## src/hw/crfe_pkg.sv

```systemverilog
// package: shared constants for the cache range flush engine
package crfe_pkg;
  // =====================================================================
  // widths
  localparam int ADDR_W = 16;   // line index width (64B lines)
  localparam int REG_AW = 4;
  localparam int DATA_W = 32;
  // =====================================================================
  // register offsets (byte addresses, one word each)
  localparam logic [REG_AW-1:0] OFS_LOW = 4'h0;
  localparam logic [REG_AW-1:0] OFS_HIGH = 4'h4;
  localparam logic [REG_AW-1:0] OFS_POLICY = 4'h8;
  localparam logic [REG_AW-1:0] OFS_STATUS = 4'hc;
  // policy fields
  localparam int POL_EN_BIT = 0;
  localparam int POL_MODE_LSB = 1;
  localparam int POL_IRQ_EN_BIT = 3;
  // status fields
  localparam int ST_DONE_BIT = 0;
  localparam int ST_ABORT_BIT = 1;
  localparam int ST_SF_OFF_BIT = 2;
  localparam int ST_PWR_BIT = 3;
  localparam int ST_BUSY_BIT = 4;
  // =====================================================================
  // flush modes (encoding also used as snoop type)
  localparam logic [1:0] MODE_CLEAN_INV = 2'h0;
  localparam logic [1:0] MODE_MAKE_INV = 2'h1;
  localparam logic [1:0] MODE_CLEAN_SHR = 2'h2;
  // power states
  localparam logic [1:0] PWR_OFF = 2'h0;
  localparam logic [1:0] PWR_FULL = 2'h1;
  localparam logic [1:0] PWR_HALF = 2'h2;
  localparam logic [1:0] PWR_FILTER = 2'h3;
  // cache line states
  localparam logic [1:0] LN_I = 2'h0;
  localparam logic [1:0] LN_ES = 2'h1;
  localparam logic [1:0] LN_E = 2'h2;
  localparam logic [1:0] LN_M = 2'h3;
  localparam logic [ADDR_W-1:0] ADDR_ONE = 16'h0001;
endpackage

```

## src/hw/crfe_link_if.sv

```systemverilog
// interface: flush engine to snoop filter / system cache lookup port
`timescale 1ns/100ps
interface crfe_link_if;
  import crfe_pkg::*;
  logic req;
  logic is_slc;
  logic [ADDR_W-1:0] addr;
  logic [1:0] mode;
  logic rsp;
  logic hit;
  logic [1:0] state;
  logic act;
  logic [1:0] act_state;
  logic evict;
  modport engine (output req, output is_slc, output addr, output mode, output act, output act_state,
    output evict, input rsp, input hit, input state);
  modport cache (input req, input is_slc, input addr, input mode, input act, input act_state,
    input evict, output rsp, output hit, output state);
endinterface

```

## src/hw/crfe_step.sv

```systemverilog
// leaf: decides the action on one looked-up line
`timescale 1ns/100ps
module crfe_step
  import crfe_pkg::*;
(
  // lookup result
  input wire logic is_slc,
  input wire logic hit,
  input wire logic [1:0] state,
  input wire logic ocm,
  input wire logic [1:0] mode,
  // decision
  output logic act,
  output logic [1:0] next_state,
  output logic evict
);
  // one table covers both the filter and the system cache
  always_comb begin
    act = 1'b0;
    next_state = state;
    evict = 1'b0;
    if (!is_slc) begin
      act = hit; // snoop only on hit
      next_state = (mode == MODE_CLEAN_SHR) ? state : LN_I;
    end else if (state != LN_I) begin
      if (mode == MODE_MAKE_INV) begin
        act = 1'b1; // no writeback, ocm or not
        next_state = LN_I;
      end else if (!ocm) begin
        if (mode == MODE_CLEAN_INV) begin
          act = 1'b1;
          evict = (state == LN_M);
          next_state = LN_I;
        end else if (state == LN_M) begin
          act = 1'b1;
          evict = 1'b1;
          next_state = LN_E; // clean shared keeps exclusive copy
        end
      end
    end
  end
endmodule

```

## src/hw/crfe_engine.sv

```systemverilog
// device end: range flush engine with its register port
`timescale 1ns/100ps
// How it works
// - flush every line between low and high bounds
// - policy write starts flush, selects mode
// - set done bit, raise irq if enabled
// - done set on abort too, error bits differ
// - snoop filter pass before system cache pass
// - status cleared when next flush starts
// - completion message, irq after all nodes done
// - runs beside ordinary traffic, no ordering
// - power policy write aborts flush
// - flush only in steady supported power states
// - clean-invalid, make-invalid, clean-shared modes
// - filter hit snoops and updates; miss ignored
// - system cache eviction per mode table
// - on-chip memory lines kept for clean modes
// - disabled snoop filter aborts with error
// - software programs each node separately
// - software holds config while flush enabled
// - requesters avoid range during flush
module crfe_engine
  import crfe_pkg::*;
(
  // clock and reset
  input wire logic mclk,
  input wire logic rst_n,
  // register port
  input wire logic [REG_AW-1:0] reg_addr,
  input wire logic [DATA_W-1:0] reg_wdata,
  input wire logic reg_wr,
  input wire logic reg_rd,
  output logic [DATA_W-1:0] reg_rdata,
  // power and system state
  input wire logic power_policy_wr,
  input wire logic [1:0] power_state,
  input wire logic power_in_transition,
  input wire logic filter_enabled,
  input wire logic ocm_enabled,
  input wire logic [ADDR_W-1:0] ocm_low,
  input wire logic [ADDR_W-1:0] ocm_high,
  input wire logic all_nodes_done,
  // completion
  output logic node_done_msg,
  output logic power_unit_irq,
  // cache lookup port
  crfe_link_if.engine link
);
  typedef enum logic [2:0] {CRFE_IDLE, CRFE_LOOK, CRFE_WAIT, CRFE_DONE, CRFE_IRQ} crfe_state_t;

  // =====================================================================
  // registers
  crfe_state_t st_reg, st_next;
  logic [ADDR_W-1:0] low_reg, low_next, high_reg, high_next, cur_reg, cur_next;
  logic [3:0] pol_reg, pol_next;
  logic [4:0] stat_reg, stat_next;
  logic slc_reg, slc_next;
  logic msg_reg, msg_next;
  logic irq_reg, irq_next;
  logic [DATA_W-1:0] rdata_reg, rdata_next;
  logic d_act, d_evict;
  logic [1:0] d_state;
  logic in_ocm, pwr_ok, start;

  assign in_ocm = ocm_enabled && cur_reg >= ocm_low && cur_reg <= ocm_high;
  assign pwr_ok = (power_state != PWR_OFF) && !power_in_transition;
  assign start = reg_wr && reg_addr == OFS_POLICY && reg_wdata[POL_EN_BIT];

  crfe_step u_step (
    .is_slc(slc_reg),
    .hit(link.hit),
    .state(link.state),
    .ocm(in_ocm),
    .mode(pol_reg[POL_MODE_LSB +: 2]),
    .act(d_act),
    .next_state(d_state),
    .evict(d_evict)
  );

  // lookup port drive; no lock against other traffic
  assign link.req = (st_reg == CRFE_LOOK);
  assign link.is_slc = slc_reg;
  assign link.addr = cur_reg;
  assign link.mode = pol_reg[POL_MODE_LSB +: 2]; // snoop type follows mode
  assign link.act = (st_reg == CRFE_WAIT) && link.rsp && d_act;
  assign link.act_state = d_state;
  assign link.evict = d_evict;
  assign reg_rdata = rdata_reg;
  assign node_done_msg = msg_reg;
  assign power_unit_irq = irq_reg;

  // =====================================================================
  // next state
  always_comb begin
    st_next = st_reg;
    low_next = low_reg;
    high_next = high_reg;
    cur_next = cur_reg;
    pol_next = pol_reg;
    stat_next = stat_reg;
    slc_next = slc_reg;
    msg_next = 1'b0;
    irq_next = irq_reg;
    rdata_next = '0;
    // register reads: data stand the cycle after
    if (reg_rd) begin
      if (reg_addr == OFS_LOW) begin
        rdata_next[ADDR_W-1:0] = low_reg;
      end else if (reg_addr == OFS_HIGH) begin
        rdata_next[ADDR_W-1:0] = high_reg;
      end else if (reg_addr == OFS_POLICY) begin
        rdata_next[3:0] = pol_reg;
      end else if (reg_addr == OFS_STATUS) begin
        rdata_next[4:0] = stat_reg;
      end
    end
    // config writes; software keeps them still while busy
    if (reg_wr && reg_addr == OFS_LOW) begin
      low_next = reg_wdata[ADDR_W-1:0];
    end else if (reg_wr && reg_addr == OFS_HIGH) begin
      high_next = reg_wdata[ADDR_W-1:0];
    end else if (reg_wr && reg_addr == OFS_POLICY) begin
      pol_next = reg_wdata[3:0];
      if (reg_wdata[POL_MODE_LSB +: 2] == 2'h3) begin
        pol_next[POL_MODE_LSB +: 2] = MODE_CLEAN_INV; // unknown mode falls back to default
      end
    end
    case (st_reg)
      CRFE_IDLE: begin
        if (start) begin
          stat_next = '0;
          cur_next = reg_addr == OFS_POLICY ? low_reg : low_reg;
          slc_next = 1'b0; // filter first
          irq_next = 1'b0;
          if (!filter_enabled) begin
            stat_next[ST_ABORT_BIT] = 1'b1;
            stat_next[ST_SF_OFF_BIT] = 1'b1;
            st_next = CRFE_DONE;
          end else if (!pwr_ok) begin
            stat_next[ST_ABORT_BIT] = 1'b1;
            stat_next[ST_PWR_BIT] = 1'b1;
            st_next = CRFE_DONE;
          end else if (low_reg > high_reg) begin
            st_next = CRFE_DONE; // empty range
          end else begin
            stat_next[ST_BUSY_BIT] = 1'b1;
            st_next = CRFE_LOOK;
          end
        end
      end
      CRFE_LOOK: begin
        st_next = CRFE_WAIT;
      end
      CRFE_WAIT: begin
        if (link.rsp) begin
          if (cur_reg != high_reg) begin
            cur_next = cur_reg + ADDR_ONE; // walk whole range
            st_next = CRFE_LOOK;
          end else if (!slc_reg) begin
            slc_next = 1'b1; // system cache only after filter
            cur_next = low_reg;
            st_next = CRFE_LOOK;
          end else begin
            st_next = CRFE_DONE;
          end
        end
      end
      CRFE_DONE: begin
        stat_next[ST_BUSY_BIT] = 1'b0;
        stat_next[ST_DONE_BIT] = 1'b1; // set on abort too
        pol_next[POL_EN_BIT] = 1'b0;
        msg_next = 1'b1;
        st_next = CRFE_IRQ;
      end
      CRFE_IRQ: begin
        if (all_nodes_done) begin
          irq_next = pol_reg[POL_IRQ_EN_BIT]; // only once every node finished
          st_next = CRFE_IDLE;
        end else if (start) begin
          st_next = CRFE_IDLE;
        end
      end
      default: begin
        st_next = CRFE_IDLE;
      end
    endcase
    // power policy update wins over an active flush
    if (power_policy_wr && (st_reg == CRFE_LOOK || st_reg == CRFE_WAIT)) begin
      stat_next[ST_ABORT_BIT] = 1'b1;
      stat_next[ST_PWR_BIT] = 1'b1;
      st_next = CRFE_DONE;
    end
  end

  // =====================================================================
  // registering only
  always_ff @(posedge mclk) begin
    if (!rst_n) begin
      st_reg <= CRFE_IDLE;
      low_reg <= '0;
      high_reg <= '0;
      cur_reg <= '0;
      pol_reg <= '0;
      stat_reg <= '0;
      slc_reg <= 1'b0;
      msg_reg <= 1'b0;
      irq_reg <= 1'b0;
      rdata_reg <= '0;
    end else begin
      st_reg <= st_next;
      low_reg <= low_next;
      high_reg <= high_next;
      cur_reg <= cur_next;
      pol_reg <= pol_next;
      stat_reg <= stat_next;
      slc_reg <= slc_next;
      msg_reg <= msg_next;
      irq_reg <= irq_next;
      rdata_reg <= rdata_next;
    end
  end
endmodule

```

## src/flat_wrapper.sv

```systemverilog
// flat-port wrapper written by rule: the top's interface ports become plain ports
module crfe_engine_flat import crfe_pkg::*;
  (mclk, rst_n, reg_addr, reg_wdata, reg_wr, reg_rd, reg_rdata, power_policy_wr, power_state, power_in_transition, filter_enabled, ocm_enabled, ocm_low, ocm_high, all_nodes_done, node_done_msg, power_unit_irq, link_req, link_is_slc, link_addr, link_mode, link_act, link_act_state, link_evict, link_rsp, link_hit, link_state);
  crfe_link_if link_i ();
  input wire logic mclk;
  input wire logic rst_n;
  input wire logic [REG_AW-1:0] reg_addr;
  input wire logic [DATA_W-1:0] reg_wdata;
  input wire logic reg_wr;
  input wire logic reg_rd;
  output logic [DATA_W-1:0] reg_rdata;
  input wire logic power_policy_wr;
  input wire logic [1:0] power_state;
  input wire logic power_in_transition;
  input wire logic filter_enabled;
  input wire logic ocm_enabled;
  input wire logic [ADDR_W-1:0] ocm_low;
  input wire logic [ADDR_W-1:0] ocm_high;
  input wire logic all_nodes_done;
  output logic node_done_msg;
  output logic power_unit_irq;
  output wire logic [$bits(link_i.req)-1:0] link_req;
  output wire logic [$bits(link_i.is_slc)-1:0] link_is_slc;
  output wire logic [$bits(link_i.addr)-1:0] link_addr;
  output wire logic [$bits(link_i.mode)-1:0] link_mode;
  output wire logic [$bits(link_i.act)-1:0] link_act;
  output wire logic [$bits(link_i.act_state)-1:0] link_act_state;
  output wire logic [$bits(link_i.evict)-1:0] link_evict;
  input wire logic [$bits(link_i.rsp)-1:0] link_rsp;
  input wire logic [$bits(link_i.hit)-1:0] link_hit;
  input wire logic [$bits(link_i.state)-1:0] link_state;
  assign link_req = link_i.req;
  assign link_is_slc = link_i.is_slc;
  assign link_addr = link_i.addr;
  assign link_mode = link_i.mode;
  assign link_act = link_i.act;
  assign link_act_state = link_i.act_state;
  assign link_evict = link_i.evict;
  assign link_i.rsp = link_rsp;
  assign link_i.hit = link_hit;
  assign link_i.state = link_state;
  crfe_engine u_core (.mclk(mclk), .rst_n(rst_n), .reg_addr(reg_addr), .reg_wdata(reg_wdata), .reg_wr(reg_wr), .reg_rd(reg_rd), .reg_rdata(reg_rdata), .power_policy_wr(power_policy_wr), .power_state(power_state), .power_in_transition(power_in_transition), .filter_enabled(filter_enabled), .ocm_enabled(ocm_enabled), .ocm_low(ocm_low), .ocm_high(ocm_high), .all_nodes_done(all_nodes_done), .node_done_msg(node_done_msg), .power_unit_irq(power_unit_irq), .link(link_i));
endmodule
```

## config.mk

```make
export PLATFORM = sky130hd
export DESIGN_NAME = crfe_engine_flat
export DESIGN_NICKNAME = d
export VERILOG_FILES = /design/src/hw/crfe_pkg.sv /design/src/hw/crfe_link_if.sv /design/src/hw/crfe_step.sv /design/src/hw/crfe_engine.sv /design/src/flat_wrapper.sv
export SDC_FILE = /design/constraint.sdc
export NUM_CORES = 1
export LEC_CHECK = 0
export ABC_AREA = 1
export BUFFER_PORTS_ARGS = -buffer_cell sky130_fd_sc_hd__clkbuf_2
export CORE_AREA = 2 2 102 104
export DETAILED_ROUTE_END_ITERATION = 16
export DIE_AREA = 0 0 104 106
export GPL_ROUTABILITY_DRIVEN = 0
export PLACE_DENSITY = 0.8
export SYNTH_ARGS = -nofsm -noshare
export SYNTH_HDL_FRONTEND = slang
export SYNTH_SLANG_ARGS = --single-unit
export TNS_END_PERCENT = 20
```

## constraint.sdc

```tcl
create_clock -name mclk -period 2.2 [get_ports mclk]
set_input_delay 0.11 -clock mclk [delete_from_list [all_inputs] [get_ports mclk]]
set_output_delay 0.11 -clock mclk [all_outputs]
set_load 0.01 [all_outputs]
```

==> summary.log <==
INFO  status         status=complete, no violations
INFO  floorplan      cell_rows=37
INFO  drt            wl_per_cell=12.86um
INFO  drt            first_pass_iters=4
INFO  logic_synthesis synth.yosys.warnings=0
INFO  finish         multi_input_comb_area=0.003216sqmm
INFO  pwr            power_leakage=0.003180uW
INFO  placement      post-place-cells=1006
INFO  cts            cts.hold.buffers_added=0
INFO  sta            setup_violations=0
INFO  sta            rsz0062_at_grt=yes
INFO  flow_run       drv.max_cap_violation_count=0
INFO  cts            htree_levels=3
INFO  finish         final-instance-count-excl-fill=1035
INFO  finish         antenna_cells=0
INFO  cts            cts_made_buffers=9
INFO  logic_synthesis synthesis.area_per_instance=6.765squm
INFO  global_route   grt_max_degree=27
INFO  finish         syn2layout_area_growth=21.79%
INFO  floorplan      start_util=52.36%
INFO  finish         finalCoreUtilization=63.78%
INFO  pwr            cellPowerDensity=841.4mW/mm^2
INFO  logic_synthesis synth_cells=774
INFO  logic_synthesis ys.flop_type=sky130_fd_sc_hd__dfxtp_1
INFO  sta            fmax=469.9MHz
INFO  drt            routed-via-count=5208
INFO  sta            relative_slew_slack=60.27%
INFO  logic_synthesis synth_cell_type_count=39
INFO  floorplan      pin_count=141
INFO  cts            clock_tree_from_tritoncts=done
INFO  logic_synthesis synth-edff-count=0
INFO  drt            route.detailed.vias_per_inst=5.032
INFO  floorplan      die_height=106um
INFO  cts            clock_sinks=79
INFO  global_route   global_route.usage.total=23.87%
INFO  global_route   initial_antenna_violation_count=0
INFO  cts            cts.root.buffer_cell=sky130_fd_sc_hd__clkbuf_8
INFO  sta            slew_violations=0
INFO  sta            worst_clock_skew=15.94ps
INFO  drt            route.antenna.remaining_nets=0
INFO  logic_synthesis netlist_area=0.005236sqmm
INFO  floorplan      die_area=0.01102sqmm
INFO  finish         fin_nets=1026
INFO  floorplan      area_of_the_placeable_core=0.01000sqmm
INFO  logic_synthesis ys_seq_area_share=30.20%
INFO  floorplan      die_w=104um
INFO  min_path       worst_hold_path_type=in -> reg
INFO  finish         fill_cells=936
INFO  worst_setup_path critical_path_peak_fanout=4
INFO  sta            period_needed=2128ps
INFO  global_route   wire_length_of_the_first_global_routing_pass=21.56mm
INFO  sta            fin_crit_sh=96.73%
INFO  global_route   global_route.overflow_total=0
INFO  worst_setup_path cp.required=2090ps
INFO  cts            clockBufferDepth=2
INFO  sta            report.final.hold_viol_count=0
INFO  sta            tightestPinTransition=594.5ps
INFO  worst_setup_path crit_path_start_kind=flop
INFO  worst_setup_path critPathCaptureType=primary output
INFO  worst_setup_path worstPathArrival=2020ps
INFO  logic_synthesis synth_seq_cells=79
INFO  worst_setup_path setup.worst_path.class=reg -> out
INFO  cts            path_clk_slew=90ps
INFO  drt            drc=0
INFO  finish         drive_above_1_share=23.25%
INFO  drt            routed_wl=13.31mm
INFO  placement      hpwl=10.08mm
INFO  placement      portBuffers=108
INFO  cts            clock_latency=360ps
INFO  logic_synthesis asyncSetResetFlopFracSynth=0%
INFO  drt            dr.first_iter.drc_count=297
INFO  global_route   grt_pass1_vias=4791
INFO  pwr            max-vdd-ir-drop=530.8uV
INFO  pwr            fin_total_pwr=5366uW
INFO  finish         register_area=0.001628sqmm
## final cells by class
type | instances | share of cell area (%)
inverters | 115 | 6.847
flip-flops and latches | 79 | 25.52
clock buffers | 9 | 1.942
well taps | 136 | 2.668
repair buffers | 133 | 11.61
multi-input cells | 556 | 50.42
clock inverters | 7 | 0.9810
## Yosys cell counts (2+ instances only)
| cell | number | area (sq um) |
|---|---|---|
| sky130_fd_sc_hd__inv_1 | 110 | 412.9 |
| sky130_fd_sc_hd__clkbuf_1 | 14 | 52.55 |
| sky130_fd_sc_hd__buf_2 | 2 | 10.01 |
| sky130_fd_sc_hd__dfxtp_1 | 79 | 1582 |
| sky130_fd_sc_hd__nand3_1 | 31 | 155.2 |
| sky130_fd_sc_hd__xor2_1 | 23 | 201.4 |
| sky130_fd_sc_hd__a21oi_1 | 85 | 425.4 |
| sky130_fd_sc_hd__buf_6 | 3 | 33.78 |
| sky130_fd_sc_hd__inv_2 | 2 | 7.510 |
| sky130_fd_sc_hd__a31oi_1 | 2 | 12.51 |
| sky130_fd_sc_hd__a21o_1 | 2 | 15.01 |
| sky130_fd_sc_hd__nor2_2 | 2 | 12.51 |
| sky130_fd_sc_hd__ha_1 | 49 | 613.1 |
| sky130_fd_sc_hd__o21ai_0 | 52 | 260.3 |
| sky130_fd_sc_hd__clkinv_1 | 2 | 7.510 |
| sky130_fd_sc_hd__nor2_1 | 71 | 266.5 |
| sky130_fd_sc_hd__a21oi_2 | 2 | 17.52 |
| sky130_fd_sc_hd__nand2_1 | 174 | 653.1 |
| sky130_fd_sc_hd__o21ai_1 | 3 | 15.01 |
| sky130_fd_sc_hd__a211oi_1 | 2 | 15.01 |
| sky130_fd_sc_hd__nor3_1 | 15 | 75.07 |
| sky130_fd_sc_hd__buf_4 | 19 | 142.6 |
| sky130_fd_sc_hd__nor3b_1 | 2 | 15.01 |
| sky130_fd_sc_hd__o221ai_1 | 3 | 26.28 |
| sky130_fd_sc_hd__nand4_1 | 6 | 37.54 |
| sky130_fd_sc_hd__nand2_2 | 6 | 37.54 |
## through the flow
stage	worst slack (ps)	hold slack, ps	cell area [sq um]	TNS (ps)
3_5_place_dp	200.8	390.1	5852	0
4_1_cts	1.259	3.898	6090	0
2_1_floorplan	451.4	274.8	5293	0
6_report	71.85	11.55	6377	0
3_3_place_gp	209.8	385.2	5852	0
5_1_grt	-97.59	9.214	6377	-344.7
## worst max-delay path, stage by stage (launching register included)
cell and delay, ps:
sky130_fd_sc_hd__dfxtp_4 380, sky130_fd_sc_hd__ha_4 260, sky130_fd_sc_hd__nand2_1 50, sky130_fd_sc_hd__inv_1 70, sky130_fd_sc_hd__nand3_2 120, sky130_fd_sc_hd__nor2_4 150, sky130_fd_sc_hd__nand2_1 90, sky130_fd_sc_hd__nand3_2 100
sky130_fd_sc_hd__nand3_2 100, sky130_fd_sc_hd__nand2_1 60, sky130_fd_sc_hd__nand2_1 50, sky130_fd_sc_hd__nor2_1 90, sky130_fd_sc_hd__buf_2 140
## power by group
group          total, uW  leakage (uW)  switching, uW  internal, uW
Combinational       2460       0.00244           1470           991
Sequential          1870      0.000649            241          1630
Clock               1030     0.0000927            602           433
## path summary, 6_finish.rpt
kind | from | end | slack [ps] | cells after the start
worst max register to register | u_core.link.addr[11] | u_core.link.addr[5] | 190 | 12
worst max-delay path | u_core.link.addr[15] | link_act_state[1] | 70 | 12
worst min-delay path | reg_wdata[5] | u_core.low_reg[5] | 10 | 3
worst min register to register | u_core.stat_reg[2] | u_core.stat_reg[2] | 460 | 2
## logic make-up after synthesis
family / Yosys count / share of synthesized area (%)
and+or+nand+nor: 311 / 24.90
DFF: 79 / 30.20
buffers and inverters: 154 / 13.29
adders and majority gates: 49 / 11.71
xor gates and xnor gates: 24 / 4.014
other: 1 / 0.07162
AOI/OAI and AO/OA: 155 / 15.63
muxes: 1 / 0.1912
## routing by layer
layer | up-vias | global-route usage [%] | wire length [um]
met5 | - | 0 | 0
met4 | 0 | 6.853 | 308
met3 | 23 | 5.457 | 731
met2 | 160 | 43.00 | 6608
met1 | 2322 | 28.42 | 5662
li1 | 2703 | - | -
## timing repair
item,in CTS,in global routing
setup buffers,1,12
pin swaps,2,8
gates resized for setup,19,40
endpoints found under the setup margin,4,4
## layout by cell type (no fill, tap or decap), drive strengths merged
master	netlist	routed
nor3b	2	2
xnor2	1	1
nor3	16	16
a31oi	2	2
a21oi	87	87
clkbuf	14	114
nand2	181	181
mux2i	1	1
o221ai	3	3
ha	49	49
a211oi	2	2
inv	113	117
a2111oi	1	1
o21bai	1	1
o21ai	55	55
clkinvlp	0	1
o211ai	1	1
xor2	23	23
dfxtp	79	79
nand3	31	31
buf	25	28
clkinv	2	4
a21o	2	2
conb	1	16
nor2	73	73
nand4	7	7
and3	1	1
o31ai	1	1
(Power assumes the default switching activity.)
